### src/logic/smc_defines.vh
// constants for the switch mode controller and serial target
`ifndef SMC_DEFINES_VH
`define SMC_DEFINES_VH
`define SMC_MODE_POWER_OFF 2'h0
`define SMC_MODE_SLEEP 2'h1
`define SMC_MODE_NORMAL 2'h2
`define SMC_MODE_FAIL 2'h3
`define SMC_FRAME_BITS 16
`define SMC_ADDR_MSB 15
`define SMC_ADDR_LSB 12
`define SMC_WD_BIT 11
`define SMC_DATA_MSB 10
`define SMC_ADDR_INIT1 4'h0
`define SMC_ADDR_CH1 4'h2
`define SMC_ADDR_OUTCTL 4'h8
`define SMC_CLK_MHZ 200
`define SMC_INIT_TIME_US 50
`define SMC_INIT_CYCLES (`SMC_INIT_TIME_US * `SMC_CLK_MHZ)
`define SMC_BLANK_TIME_US 50
`define SMC_BLANK_CYCLES (`SMC_BLANK_TIME_US * `SMC_CLK_MHZ)
`define SMC_WD_TIME_US 1000
`define SMC_WD_CYCLES (`SMC_WD_TIME_US * `SMC_CLK_MHZ)
`define SMC_STUCK_TIME_US 2000
`define SMC_STUCK_CYCLES (`SMC_STUCK_TIME_US * `SMC_CLK_MHZ)
`define SMC_SO_DSF_BIT 10
`define SMC_SO_RCF_BIT 9
`endif

### src/logic/smc_mode_spi.v
// operating mode controller with 16-bit serial target
// Summary of operation
// - four modes: sleep, normal, fail, power off
// - wake is direct inputs or reset pin
// - fail is home input or serial failure
// - start in power off, then sleep, outputs off
// - normal: outputs follow serial settings
// - fail: channels 1-4 follow inputs, 5-6 off
// - fail: writes ignored, readback is select bits, flags, status word
// - fail: overload restarts, severe faults latch off
// - wake clears registers and blanks faults
// - init completes 50 us after reset pin rise
// - fail entry clears registers, keeps status
// - stuck line disables diagnosis in fail
// - two toggle frames 0 then 1 recover
// - recovery clears registers but not latch-offs, sets status flags
// - cleared flag stays until status read
// - 16-bit full duplex, daisy chainable
// - sample input on serial clock rise
// - output changes on serial clock rise
// - select fall loads, select rise latches
// - select high: ignore clock, output released
// - reset pin low holds registers reset, except in fail
// - top four bits are address
// - bit eleven is watchdog toggle
// - bits ten to zero are data
// - all registers reset to zero
`include "smc_defines.vh"
module smc_mode_spi #(
    parameter INIT_CYCLES = `SMC_INIT_CYCLES,
    parameter BLANK_CYCLES = `SMC_BLANK_CYCLES,
    parameter WD_CYCLES = `SMC_WD_CYCLES,
    parameter STUCK_CYCLES = `SMC_STUCK_CYCLES
) (
    input wire i_clk,
    input wire i_rst,
    input wire i_supply_ok,
    input wire i_reset_wake_pin,
    input wire [3:0] i_direct_control_inputs,
    input wire i_home_input_a,
    input wire [5:0] i_pwm_drive,
    input wire [5:0] i_overload,
    input wire [5:0] i_severe_fault,
    input wire [10:0] i_status_word,
    input wire i_chip_select_n,
    input wire i_sclk,
    input wire i_sdi,
    output reg o_sdo,
    output reg o_sdo_oe,
    output reg [1:0] o_mode,
    output reg [4:0] o_power_channel_pins,
    output reg o_external_switch_drive,
    output reg o_init_done,
    output reg o_fault_blank,
    output reg o_diag_avail,
    output reg o_register_cleared_flag,
    output reg o_device_status_flag,
    output reg [3:0] o_readback_select_bits,
    output reg [5:0] o_channel_on,
    output reg [7:0] o_ch1_duty
);

// ***************************************************
// pin synchronisers
// ***************************************************
reg [2:0] cs_sync_reg, ck_sync_reg, di_sync_reg, rw_sync_reg, hm_sync_reg;
reg [2:0] in_sync_reg [0:3];
reg cs_reg, ck_reg, di_reg, rw_reg, hm_reg;
reg [3:0] in_reg;
reg [2:0] sp_sync_reg;
reg sp_reg;
integer k;

function stable_next;
    input [2:0] s;
    input cur;
    begin
        stable_next = (s[2] == s[1]) ? s[1] : cur;
    end
endfunction

always @(posedge i_clk) begin
    cs_sync_reg <= {cs_sync_reg[1:0], i_chip_select_n};
    ck_sync_reg <= {ck_sync_reg[1:0], i_sclk};
    di_sync_reg <= {di_sync_reg[1:0], i_sdi};
    rw_sync_reg <= {rw_sync_reg[1:0], i_reset_wake_pin};
    hm_sync_reg <= {hm_sync_reg[1:0], i_home_input_a};
    sp_sync_reg <= {sp_sync_reg[1:0], i_supply_ok};
    for (k = 0; k < 4; k = k + 1) begin
        in_sync_reg[k] <= {in_sync_reg[k][1:0], i_direct_control_inputs[k]};
    end
    if (i_rst) begin
        cs_reg <= 1'b1;
        ck_reg <= 1'b0;
        di_reg <= 1'b0;
        rw_reg <= 1'b0;
        hm_reg <= 1'b0;
        in_reg <= 4'h0;
        sp_reg <= 1'b1;
    end else begin
        cs_reg <= stable_next(cs_sync_reg, cs_reg);
        ck_reg <= stable_next(ck_sync_reg, ck_reg);
        di_reg <= stable_next(di_sync_reg, di_reg);
        rw_reg <= stable_next(rw_sync_reg, rw_reg);
        hm_reg <= stable_next(hm_sync_reg, hm_reg);
        sp_reg <= stable_next(sp_sync_reg, sp_reg);
        for (k = 0; k < 4; k = k + 1) begin
            in_reg[k] <= stable_next(in_sync_reg[k], in_reg[k]);
        end
    end
end

// ***************************************************
// mode conditions
// ***************************************************
reg ck_prev_reg, cs_prev_reg, rw_prev_reg;
wire sck_rise = ck_reg & ~ck_prev_reg & ~cs_reg;
wire cs_fall = cs_prev_reg & ~cs_reg;
wire cs_rise = ~cs_prev_reg & cs_reg;
wire wake = (|in_reg) | rw_reg;
reg spi_fail_reg, stuck_fail_reg;
wire fail = hm_reg | spi_fail_reg;
reg [1:0] mode_reg;
reg [1:0] mode_next;
wire wake_rise = (mode_reg == `SMC_MODE_SLEEP) & wake;
wire regs_hold = ~rw_reg & (mode_reg != `SMC_MODE_FAIL);

// ***************************************************
// mode selection
// ***************************************************
always @* begin
    mode_next = mode_reg;
    case (mode_reg)
        `SMC_MODE_POWER_OFF: mode_next = `SMC_MODE_SLEEP;
        `SMC_MODE_SLEEP: if (wake) mode_next = fail ? `SMC_MODE_FAIL : `SMC_MODE_NORMAL;
        `SMC_MODE_NORMAL: begin
            if (!wake) mode_next = `SMC_MODE_SLEEP;
            else if (fail) mode_next = `SMC_MODE_FAIL;
        end
        `SMC_MODE_FAIL: if (!wake) mode_next = `SMC_MODE_SLEEP;
        default: mode_next = `SMC_MODE_SLEEP;
    endcase
    if (!sp_reg) mode_next = `SMC_MODE_POWER_OFF;
end

// ***************************************************
// serial shift and latch
// ***************************************************
reg [15:0] rx_reg, tx_reg;
reg [4:0] bit_cnt_reg;
wire [4:0] bit_cnt_inc = {bit_cnt_reg[4] | (&bit_cnt_reg[3:0]), bit_cnt_reg[3:0] + 4'h1};
reg wd_last_reg, wd_seen0_reg;
reg [31:0] wd_cnt_reg, stuck_cnt_reg, init_cnt_reg, blank_cnt_reg;
reg [10:0] init1_reg, outctl_reg, ch1_reg;
reg [5:0] latch_off_reg;
wire frame_ok = (bit_cnt_reg[3:0] == 4'h0) & bit_cnt_reg[4];
wire [3:0] rx_addr = rx_reg[`SMC_ADDR_MSB:`SMC_ADDR_LSB];
wire rx_wd = rx_reg[`SMC_WD_BIT];
wire [10:0] rx_data = rx_reg[`SMC_DATA_MSB:0];
wire recover = (mode_reg == `SMC_MODE_FAIL) & ~hm_reg & cs_rise & frame_ok & wd_seen0_reg & rx_wd;
wire [15:0] status_frame = {o_readback_select_bits, o_device_status_flag, o_register_cleared_flag, i_status_word[9:0]};

always @(posedge i_clk) begin
    if (i_rst) begin
        ck_prev_reg <= 1'b0;
        cs_prev_reg <= 1'b1;
        rw_prev_reg <= 1'b0;
    end else begin
        ck_prev_reg <= ck_reg;
        cs_prev_reg <= cs_reg;
        rw_prev_reg <= rw_reg;
    end
    if (i_rst || mode_reg == `SMC_MODE_POWER_OFF || mode_reg == `SMC_MODE_SLEEP || wake_rise) begin
        mode_reg <= (i_rst) ? `SMC_MODE_POWER_OFF : mode_next;
        rx_reg <= 16'h0000;
        tx_reg <= 16'h0000;
        bit_cnt_reg <= 5'h00;
        init1_reg <= 11'h000;
        outctl_reg <= 11'h000;
        ch1_reg <= 11'h000;
        o_register_cleared_flag <= 1'b0;
        o_device_status_flag <= 1'b0;
        wd_last_reg <= 1'b0;
        wd_seen0_reg <= 1'b0;
        spi_fail_reg <= 1'b0;
        stuck_fail_reg <= 1'b0;
        wd_cnt_reg <= 32'h0;
        stuck_cnt_reg <= 32'h0;
        latch_off_reg <= 6'h00;
        blank_cnt_reg <= BLANK_CYCLES;
        init_cnt_reg <= INIT_CYCLES;
    end else begin
        mode_reg <= mode_next;
        if (blank_cnt_reg != 32'h0) blank_cnt_reg <= blank_cnt_reg - 32'h1;
        if (rw_reg & ~rw_prev_reg) init_cnt_reg <= INIT_CYCLES;
        else if (init_cnt_reg != 32'h0) init_cnt_reg <= init_cnt_reg - 32'h1;
        if (cs_fall) begin
            tx_reg <= status_frame;
            bit_cnt_reg <= 5'h00;
        end else if (sck_rise) begin
            rx_reg <= {rx_reg[14:0], di_reg};
            tx_reg <= {tx_reg[14:0], di_reg};
            bit_cnt_reg <= bit_cnt_inc;
        end
        if (cs_reg | sck_rise) stuck_cnt_reg <= 32'h0;
        else if (stuck_cnt_reg != STUCK_CYCLES) stuck_cnt_reg <= stuck_cnt_reg + 32'h1;
        if (wd_cnt_reg != WD_CYCLES) wd_cnt_reg <= wd_cnt_reg + 32'h1;
        if (mode_reg == `SMC_MODE_FAIL && wd_cnt_reg == WD_CYCLES) wd_seen0_reg <= 1'b0;
        if (mode_reg == `SMC_MODE_NORMAL && mode_next == `SMC_MODE_FAIL) begin
            init1_reg <= 11'h000;
            outctl_reg <= 11'h000;
            ch1_reg <= 11'h000;
        end else if (recover) begin
            mode_reg <= `SMC_MODE_NORMAL;
            init1_reg <= 11'h000;
            outctl_reg <= 11'h000;
            ch1_reg <= 11'h000;
            tx_reg <= 16'h0000;
            spi_fail_reg <= 1'b0;
            stuck_fail_reg <= 1'b0;
            wd_cnt_reg <= 32'h0;
            wd_seen0_reg <= 1'b0;
            o_device_status_flag <= 1'b1;
            o_register_cleared_flag <= 1'b1;
        end else if (cs_rise) begin
            if (!frame_ok && bit_cnt_reg != 5'h00) spi_fail_reg <= 1'b1;
            else if (frame_ok) begin
                if (mode_reg == `SMC_MODE_NORMAL) begin
                    if (rx_wd != wd_last_reg) wd_cnt_reg <= 32'h0;
                    wd_last_reg <= rx_wd;
                    case (rx_addr)
                        `SMC_ADDR_INIT1: init1_reg <= rx_data;
                        `SMC_ADDR_CH1: ch1_reg <= rx_data;
                        `SMC_ADDR_OUTCTL: outctl_reg <= rx_data;
                        default: ;
                    endcase
                    if (rx_addr == `SMC_ADDR_INIT1 && rx_data[3:0] == 4'h1) o_register_cleared_flag <= 1'b0;
                end else begin
                    wd_seen0_reg <= ~rx_wd;
                    if (!rx_wd) wd_cnt_reg <= 32'h0;
                    wd_last_reg <= rx_wd;
                end
            end
        end
        if (mode_reg == `SMC_MODE_NORMAL && wd_cnt_reg == WD_CYCLES) spi_fail_reg <= 1'b1;
        if (stuck_cnt_reg == STUCK_CYCLES) begin
            spi_fail_reg <= 1'b1;
            stuck_fail_reg <= 1'b1;
        end
        if (mode_reg == `SMC_MODE_FAIL && blank_cnt_reg == 32'h0) latch_off_reg <= latch_off_reg | i_severe_fault;
        if (regs_hold) begin
            init1_reg <= 11'h000;
            outctl_reg <= 11'h000;
            ch1_reg <= 11'h000;
        end
    end
end

// ***************************************************
// outputs
// ***************************************************
always @(posedge i_clk) begin
    if (i_rst) begin
        o_sdo <= 1'b0;
        o_sdo_oe <= 1'b0;
        o_mode <= `SMC_MODE_POWER_OFF;
        o_power_channel_pins <= 5'h00;
        o_external_switch_drive <= 1'b0;
        o_init_done <= 1'b0;
        o_fault_blank <= 1'b0;
        o_diag_avail <= 1'b0;
        o_readback_select_bits <= 4'h0;
        o_channel_on <= 6'h00;
        o_ch1_duty <= 8'h00;
    end else begin
        if (cs_fall) o_sdo <= status_frame[15];
        else if (sck_rise) o_sdo <= tx_reg[15];
        o_sdo_oe <= ~cs_reg & o_diag_avail;
        o_mode <= mode_reg;
        o_init_done <= (mode_reg == `SMC_MODE_NORMAL) & (init_cnt_reg == 32'h0);
        o_fault_blank <= blank_cnt_reg != 32'h0;
        o_diag_avail <= (mode_reg == `SMC_MODE_NORMAL) | ((mode_reg == `SMC_MODE_FAIL) & ~stuck_fail_reg);
        o_readback_select_bits <= init1_reg[3:0];
        o_channel_on <= outctl_reg[5:0];
        o_ch1_duty <= ch1_reg[7:0];
        case (mode_reg)
            `SMC_MODE_NORMAL: begin
                o_power_channel_pins <= i_pwm_drive[4:0] & outctl_reg[4:0];
                o_external_switch_drive <= i_pwm_drive[5] & outctl_reg[5];
            end
            `SMC_MODE_FAIL: begin
                o_power_channel_pins <= {1'b0, in_reg & ~i_overload[3:0] & ~latch_off_reg[3:0]};
                o_external_switch_drive <= 1'b0;
            end
            default: begin
                o_power_channel_pins <= 5'h00;
                o_external_switch_drive <= 1'b0;
            end
        endcase
    end
end

endmodule

### config.mk
export PLATFORM = sky130hd
export DESIGN_NAME = smc_mode_spi
export DESIGN_NICKNAME = d
export VERILOG_FILES = /design/src/logic/smc_mode_spi.v
export VERILOG_INCLUDE_DIRS = /design/src /design/src/logic
export SDC_FILE = /design/constraint.sdc
export NUM_CORES = 1
export LEC_CHECK = 0
export ABC_AREA = 1
export BUFFER_PORTS_ARGS = -buffer_cell sky130_fd_sc_hd__clkbuf_2
export CORE_MARGIN = 4
export CORE_UTILIZATION = 47
export CTS_CLUSTER_DIAMETER = 120
export DETAILED_ROUTE_END_ITERATION = 12
export PLACE_DENSITY = 0.75
export RECOVER_POWER = 100
export SYNTH_ARGS = -nofsm -noshare
export SYNTH_HDL_FRONTEND = slang
export SYNTH_SLANG_ARGS = --single-unit
### constraint.sdc
create_clock -name i_clk -period 4.9 [get_ports i_clk]
set_clock_uncertainty 0.15 [all_clocks]
set_input_delay 0.98 -clock i_clk [delete_from_list [all_inputs] [get_ports i_clk]]
set_output_delay 0.98 -clock i_clk [all_outputs]
set_load 0.005 [all_outputs]
* Yosys cells after proc, flatten, opt, wreduce, memory -nomap -nowiden
Memories as Yosys holds them, arrays and structs flattened. Index checks and enable logic that the tools add are counted.
Operators by class: add/sub/neg operators 5, muxes and demuxes 49, reductions and logical operators 42, bitwise logic cells 41, equal/unequal tests 26
Operator list (count):
- $mux 32 | 9
- $add 32x1->32 const B | 2
- $logic_not 32->1 | 2
- $mux 16 | 4
- $reduce_bool 32->1 | 2
- $sub 32x1->32 const B | 2
- $eq 32x18->1 const B | 1
- $eq 32x19->1 const B | 1
- $ne 32x18->1 const B | 1
- $ne 32x19->1 const B | 1
- $mux 1 | 25
- $reduce_and 5->1 | 4
- $mux 2 | 9
- $and 1x1->1 | 17
- $not 1->1 | 13
- $reduce_bool 2->1 | 6
- $eq 1x1->1 | 10
- $pmux 5 s2 | 1
- $and 4x4->4 | 2
- $logic_not 4->1 | 2
- $not 4->4 | 2
- $pmux 2 s4 | 1
- $reduce_bool 4->1 | 2
- $reduce_or 2->1 | 4
- other kinds (23) | 40
Storage, ports and cells: input port bits 41, memories 1, word-level logic and storage cells 212, memory bits (writable) 12, output and inout port bits 33, register bits after elaboration 259
Memories:
- in_sync_reg | words 4, width 3, rd ports 4, clocked after Yosys merged registers in 0, write ports 4, line smc_mode_spi.v:67 | reg [2:0] in_sync_reg [0:3];

* Logic depth before layout (Yosys ltp)
Gate-level depths: netlist (run 1).
depth in word-level cells 10, mapped depth 12, gate-level depth less buffers 11

* Worst setup path before layout (run 1)
No wires, ideal clock.
kind input port to flip-flop, from input i_rst, to register init_cnt_reg[8], stages on the path 8, buffers on the path 2, arrival time 1835 ps, slack 2791 ps, required time 4626 ps, library setup time 124 ps, cell sequence inv_1 nand2_1 buf_2 inv_2 o21ai_0 buf_2 a31oi_1 o21ai_0
Between the ends: word-level cells in the longest chain between the ends 4
Ends and longest elaborated chain:
- start, declared | line smc_mode_spi.v:36 | input wire i_rst,
- $logic_or 1x1->1 (no source line) (2 in series)
- $logic_or 1x1->1 | line smc_mode_spi.v:173 | if (i_rst || mode_reg == `SMC_MODE_POWER_OFF || mode_reg == `SMC_MODE_SLEEP || wake_rise) begin
- $reduce_or 2->1 (no source line)
- end signal, assigned | line smc_mode_spi.v:196 | else if (init_cnt_reg != 32'h0) init_cnt_reg <= init_cnt_reg - 32'h1;
- end, declared | line smc_mode_spi.v:153 | reg [31:0] wd_cnt_reg, stuck_cnt_reg, init_cnt_reg, blank_cnt_reg;
No other way between the ends. A chain may end at the register's enable or synchronous reset.

* Worst setup path after layout (run 1)
Same ends and word-level chain as after synthesis.

==> flow_summary_export.csv, run 1 <==
group,metric,value,unit
run_status,run_status,"complete, no violations",
floorplanning,core_area,24390,um2
grt,overflow,0,
clocking,numCtsBuffers,27,
sta,min_period,3.409,ns
sta,hold_viol,0,
drt,final_antenna_net_count,0,
drt,num_vias,10053,
drt,firstDrtPassIters,5,
job,drv_cap,0,
layout,nFillCells,2339,
sta,fmax,0.2934,GHz
place,dp_hpwl,18.80,mm
clocking,clock_sinks,269,
critical_path,r2r-start,"bit_cnt_reg[0]$_SDFFE_PP0P_",
logic_synthesis,post_synth.cell_area_avg,7.448,um2
sta,period_share,69.56,%
place,io_buffers,68,
pwr,power.density,351.4,nW/um2
logic_synthesis,syn_area,11660,um2
grt,grt_pass1_wl,44.53,mm
sta,final.setup.tns,0,ns
layout,design_area,13060,um2
clocking,clock_latency,0.54,ns
pwr,ir_drop,0.0002834,V
logic_synthesis,synth-seq-cells,269,
floorplanning,rows,57,
critical_path,required,5.16,ns
sta,relSlewSlack,10.84,%
layout,drive_gt1_share,7.320,%
logic_synthesis,synth_edf_count,0,
critical_path,crit_path_start,"i_rst",
logic_synthesis,yosysWarnings,0,
place,post-place-ws,1.407,ns
critical_path,end_kind,"flop",
critical_path,critPathLaunchType,"primary input",
min_path,min_to,"di_sync_reg[1]$_DFF_P_",
logic_synthesis,postSynth.asyncResetShare,0,%
clocking,path_clk_slew,0.06,ns
floorplanning,die_h,165.5,um
critical_path,cp_data_arrival_time,3.67,ns
logic_synthesis,synth_nets,1615,
place,gp_congestion,0.9311,
critical_path,timing.rr.end,"wd_cnt_reg[17]$_SDFF_PP0_",
drt,drtIter0Drc,738,
drt,drcViolationCount,0,
grt,grt_pass1_vias,9614,
drt,routedWlPerCell,13.34,um
clocking,post_cts_buffers,0,
sta,tightest_slew,1.337,ns
grt,grt_usage,19.34,%
critical_path,rrSetupSlack,1.64,ns
layout,fin_nets,1682,
floorplanning,dieArea,27400,um2
sta,rsz0062_at_grt,"false",
clocking,postCtsHoldBufs,0,
drt,drt_wl_total,26.37,mm
layout,syn_to_final_growth,11.96,%
grt,grt_max_degree,32,
logic_synthesis,synthCells,1566,
clocking,cts_tree,"done",
min_path,hold_class,"reg2reg",
grt,antenna_found_initial,0,
floorplanning,initial_utilization,47.82,%
min_path,hp-start,"di_sync_reg[0]$_DFF_P_",
sta,maxSlewViolCount,0,
floorplanning,ioPinCount,74,
critical_path,path_class,"in2reg",
clocking,clock-root-buffer,"clkbuf_16",
layout,diodes,0,
sta,worst_slack,1.491,ns
critical_path,reg2regPathDepth,9,
critical_path,cp_max_fo,31,
drt,post_drt_via_cell_ratio,5.085,
logic_synthesis,synth_flop_cell,"dfxtp_1",
place,dpl-instance-area,12240,um2
floorplanning,die_w,165.5,um
clocking,htree_levels,1,
pwr,leakagePower,5.150,nW
sta,setup_viol,0,
clocking,ctsResizeCount,0,
min_path,whs_path_depth,0,
logic_synthesis,synth_cell_type_count,49,
clocking,clockBufferDepth,3,
logic_synthesis,yosysSeqAreaShare,46.17,%
## metrics by stage
step	instances	util [%]	hold WS, ns	power (W)
CTS	1977	54.17	0.1659	0.004644
floorplan	1566	-	0.1596	0.002365
detailed placement	1928	50.18	0.1621	0.002412
finish	1977	53.54	0.1721	0.004589
global placement	1928	50.18	0.1605	0.002408
global route	1977	53.54	0.1756	0.004756
## synthesized netlist by cell type (7+ instances only)
master | count | share of area, %
nor2_1 | 336 | 11
dfxtp_1 | 269 | 46
a211oi_2 | 9 | 0.97
nor3_1 | 67 | 2.9
o21ai_0 | 58 | 2.5
nand3_1 | 73 | 3.1
xor2_1 | 39 | 2.9
clkbuf_1 | 10 | 0.32
a21oi_1 | 74 | 3.2
nand2_2 | 7 | 0.38
buf_2 | 10 | 0.43
inv_1 | 165 | 5.3
ha_1 | 8 | 0.86
o22ai_1 | 14 | 0.75
inv_2 | 7 | 0.23
nand4_1 | 40 | 2.1
a211oi_1 | 9 | 0.58
xnor2_1 | 28 | 2.1
nand2_1 | 268 | 8.6
## where the power goes
group / total [W] / switching [W] / internal (W)
clock network: 0.00223 / 0.000869 / 0.00136
registers: 0.00223 / 0.0000183 / 0.00222
logic: 0.000127 / 0.0000870 / 0.0000402
total: 0.00459 / 0.000974 / 0.00361
## layout make-up
cell class | count | area (um2) | area share [%]
Tap cell | 324 | 405.4 | 3.104
Multi-Input combinational cell | 1089 | 5314 | 40.69
Clock inverter | 19 | 265.3 | 2.031
Clock buffer | 30 | 706.9 | 5.413
Sequential cell | 269 | 5385 | 41.24
Inverter | 172 | 645.6 | 4.944
Timing Repair Buffer | 74 | 336.6 | 2.577
## cell usage in the layout (no fill, tap or decap), types with 7 or more instances in the layout
| cell type | instances |
|---|---|
| a211oi_1 | 18 |
| nor2_1 | 339 |
| o21ai_0 | 60 |
| ha_1 | 8 |
| clkbuf_2 | 35 |
| nand3_1 | 74 |
| nand4_1 | 40 |
| o22ai_1 | 14 |
| dfxtp_1 | 269 |
| xor2_1 | 39 |
| clkbuf_16 | 27 |
| clkinv_2 | 7 |
| nand2_1 | 270 |
| a21oi_1 | 74 |
| xnor2_1 | 28 |
| nor3_1 | 68 |
| inv_1 | 166 |
| clkbuf_1 | 36 |
## cells by family (layout without fill, tap and decap cells)
family,Yosys count,after routing,synth area share [%]
AND/OR/NAND/NOR,834,834,31.39
flip-flops,269,269,46.17
buffers and inverters,208,295,7.445
AO/OA/AOI/OAI,179,179,9.022
XOR/XNOR,67,67,5.031
adder cells (fa/ha/maj),9,9,0.9440
## layer usage
layer	up-vias	track usage, %	wire length (um)
met5	-	0	0
met3	47	2.904	1202
met2	202	32.59	12190
li1	5179	-	-
met1	4625	26.22	12380
met4	0	4.612	591
## worst max-delay path by stage
stage	end	slack (ns)	cells past startpoint
floorplan	init_cnt_reg[8]$_SDFFE_PP1P_	2.79	8
global placement	outctl_reg[4]$_SDFFE_PP0P_	1.48	8
detailed placement	outctl_reg[1]$_SDFFE_PP0P_	1.41	8
CTS	outctl_reg[1]$_SDFFE_PP0P_	1.96	8
global route	wd_cnt_reg[1]$_SDFF_PP0_	1.25	9
finish	init_cnt_reg[8]$_SDFFE_PP1P_	1.49	10
## critical path: stages
cell,delay (ns)
clkbuf_2,0.08
buf_4,0.25
inv_1,0.09
clkbuf_1,0.49
nand2_1,0.44
inv_2,0.53
o21ai_0,0.18
buf_4,0.28
a31oi_1,0.20
o21ai_0,0.12
Power figures use the tool's default switching activity.
==> run 2: changes to the inputs <==
--- a/config.mk
+++ b/config.mk
@@ -6,13 +6,13 @@
 export SDC_FILE = /design/constraint.sdc
 export NUM_CORES = 1
 export LEC_CHECK = 0
-export ABC_AREA = 1
+export ABC_AREA = 0
 export BUFFER_PORTS_ARGS = -buffer_cell sky130_fd_sc_hd__clkbuf_2
 export CORE_MARGIN = 4
 export CORE_UTILIZATION = 47
 export CTS_CLUSTER_DIAMETER = 120
 export DETAILED_ROUTE_END_ITERATION = 12
-export PLACE_DENSITY = 0.75
+export PLACE_DENSITY = 0.76
 export RECOVER_POWER = 100
 export SYNTH_ARGS = -nofsm -noshare
 export SYNTH_HDL_FRONTEND = slang
==> constraint.sdc (replaced) <==
create_clock -name i_clk -period 3.2 [get_ports i_clk]
set_clock_uncertainty 0.15 [all_clocks]
set_input_delay 0.64 -clock i_clk [delete_from_list [all_inputs] [get_ports i_clk]]
set_output_delay 0.64 -clock i_clk [all_outputs]
set_load 0.005 [all_outputs]
==> run 2 against run 1 <==
Against the previous run:
- the flow now finishes with violations (capacitance limit, slew limit)
- total power up 51%
- critical path depth down 4
- clock power up 45%
- routed wire length down 12%
- critical path type is now reg2reg
- highest routed layer unchanged
==> flow_summary_export.csv, run 2 <==
group,metric,value,unit
logic_synthesis,synth-seq-cells,269,
logic_synthesis,synth_compound_area_share,11.88,%
logic_synthesis,muxShareOfSynthArea,2.102,%
grt,grt_usage,17.70,%
sta,final.setup.tns,0,ns
critical_path,cp_cell_sequence,"or4_1 > or3b_1 > nor4_4 > clkbuf_1 > o21ai_0 > a21oi_1",
clocking,ctsResizeCount,0,
place,io_buffers,68,
logic_synthesis,synth.top_cell.area_share,49.17,%
sta,hold_viol,0,
drt,drtIter0Drc,578,
layout,post-route-util,54.83,%
critical_path,reg2regPathDepth,6,
clocking,htree_levels,1,
logic_synthesis,post_synth.cell_area_avg,8.911,um2
critical_path,end_kind,"flop",
grt,overflow,0,
min_path,hold_class,"in2reg",
floorplanning,core_area,22780,um2
sta,maxSlewViolCount,39,
critical_path,crit_path_start,"init_cnt_reg[27]$_SDFFE_PP0P_",
layout,drive_gt1_share,9.855,%
critical_path,timing.rr.end,"init_cnt_reg[11]$_SDFFE_PP0P_",
logic_synthesis,yosysSeqAreaShare,49.17,%
layout,diodes,0,
drt,drcViolationCount,0,
drt,num_vias,8916,
grt,antenna_found_initial,0,
clocking,clock_sinks,269,
logic_synthesis,synthXorXnorAreaFrac,5.918,%
critical_path,cpPeakStageDelay,0.56,ns
grt,grt_max_degree,58,
sta,relSlewSlack,-21.39,%
floorplanning,die_w,160.7,um
logic_synthesis,synthAdderAreaFrac,0.9140,%
drt,post_drt_via_cell_ratio,5.497,
layout,fin_nets,1340,
place,dp_hpwl,15.51,mm
clocking,clockBufferDepth,3,
critical_path,cpMaxStageDelayCell,"or4_1",
run_status,run_status,"finished with violations",
critical_path,rrSetupSlack,0.39,ns
place,gp_congestion,0.7862,
pwr,power.density,553.5,nW/um2
critical_path,r2r-start,"init_cnt_reg[27]$_SDFFE_PP0P_",
sta,hold_slack,0.06586,ns
sta,fmax,0.3563,GHz
pwr,total_power,0.006912,W
critical_path,critical_path.endpoint,"init_cnt_reg[11]$_SDFFE_PP0P_",
floorplanning,initial_utilization,48.08,%
sta,rsz0062_at_grt,"false",
logic_synthesis,synth_cell_type_count,65,
logic_synthesis,yosysWarnings,0,
critical_path,required,3.51,ns
pwr,ir_drop,0.0003294,V
logic_synthesis,synth_area_leaders,"dfxtp_1 (49%), nor2_1 (5.2%), a21oi_1 (3.3%)",
logic_synthesis,synth-simple-area-share,26.83,%
layout,syn_to_final_growth,14.03,%
drt,final_antenna_net_count,0,
critical_path,cp_max_fo,18,
logic_synthesis,postSynth.asyncResetShare,0,%
clocking,postCtsHoldBufs,0,
run_status,violations,"capacitance limit, slew limit",
clocking,path_clk_slew,0.06,ns
floorplanning,die_h,160.7,um
logic_synthesis,ys_top_cells_by_count,"dfxtp_1 (269), nor2_1 (151), nand2_1 (90)",
logic_synthesis,yosys.area.top_type,"dfxtp_1",
clocking,clock_latency,0.52,ns
floorplanning,ioPinCount,74,
grt,grt_pass1_vias,8462,
drt,firstDrtPassIters,5,
clocking,post_cts_buffers,0,
drt,drt_wl_total,23.17,mm
critical_path,path_class,"reg2reg",
logic_synthesis,synth_edf_count,0,
layout,final_cell_mix,"dfxtp_1 (269), nor2_1 (151), nand2_1 (90)",
clocking,cts_tree,"done",
logic_synthesis,synth_most_common_cell,"dfxtp_1",
sta,min_period,2.807,ns
logic_synthesis,syn_area,10950,um2
critical_path,cp_data_arrival_time,3.11,ns
drt,routedWlPerCell,14.29,um
place,post-place-ws,0.4936,ns
logic_synthesis,synth_flop_cell,"dfxtp_1",
logic_synthesis,synthCells,1229,
logic_synthesis,synth_nets,1278,
floorplanning,rows,55,
pwr,leakagePower,4.187,nW
layout,mostFrequentLayoutCell,"dfxtp_1",
floorplanning,dieArea,25810,um2
logic_synthesis,synth_top_family_by_area,"simple AND/OR/NAND/NOR gates",
critical_path,critPathLaunchType,"flop",
grt,grt_pass1_wl,39.91,mm
sta,tightest_slew,1.821,ns
sta,setup_viol,0,
sta,period_share,87.71,%
clocking,numCtsBuffers,27,
job,drv_cap,1,
clocking,clock-root-buffer,"clkbuf_16",
sta,worst_slack,0.3933,ns
==> run 2: layer usage <==
metal | vias up | GRT usage, % | share of wire (%)
met4 | 0 | 5.241 | 2.7
met3 | 45 | 2.617 | 4.0
li1 | 4515 | - | -
met5 | - | 0 | 0
met1 | 4181 | 23.73 | 46
met2 | 175 | 29.76 | 47
==> run 2: cells by family (layout without fill, tap and decap cells) <==
group | count (synthesis) | count (layout)
flip-flops | 269 | 269
AND/OR/NAND/NOR | 556 | 556
multiplexers | 23 | 23
AO/OA/AOI/OAI | 211 | 211
buffers and inverters | 88 | 168
adder cells (fa/ha/maj) | 8 | 8
XOR/XNOR | 74 | 74
==> run 2: worst min path at each step <==
stage,from,to,slack (ns),cells past startpoint
4_1_cts,i_sdi,di_sync_reg[0]$_DFF_P_,0.04,1
3_5_place_dp,hm_sync_reg[0]$_DFF_P_,hm_sync_reg[1]$_DFF_P_,0.16,0
6_report,i_sdi,di_sync_reg[0]$_DFF_P_,0.07,1
5_1_grt,i_reset_wake_pin,rw_sync_reg[0]$_DFF_P_,0.05,1
2_1_floorplan,ck_sync_reg[0]$_DFF_P_,ck_sync_reg[1]$_DFF_P_,0.16,0
3_3_place_gp,in_sync_reg[3][0]$_DFF_P_,in_sync_reg[3][1]$_DFF_P_,0.16,0
==> run 2: where the power goes <==
group	internal [W]	switching, W	total (W)
sequential	0.00340	0.0000376	0.00343
combinational	0.0000903	0.000156	0.000246
clock	0.00198	0.00125	0.00323
total	0.00546	0.00145	0.00691
==> run 2: area by class of cell <==
cell class / count / area, um2
multi-input combinational: 872 / 5220
inverter: 27 / 101.3
clock buffer: 36 / 759.5
clock inverter: 11 / 160.2
tap: 313 / 391.6
timing repair buffer: 94 / 470.5
sequential: 269 / 5385
fill: 2090 / 10290
==> run 2: stage by stage <==
stage               instances  instance area [um2]
finish                   1622                12490
global route             1622                12490
CTS                      1622                12560
detailed placement       1575                11640
global placement         1575                11640
floorplan                1229                10950
==> run 2: worst max-delay path: cells and delay by family (launching register included) <==
family / cells / cell delay (ns)
simple gates: 3 / 1.41
buf+inv: 1 / 0.51
compound gates: 2 / 0.34
flops: 1 / 0.33
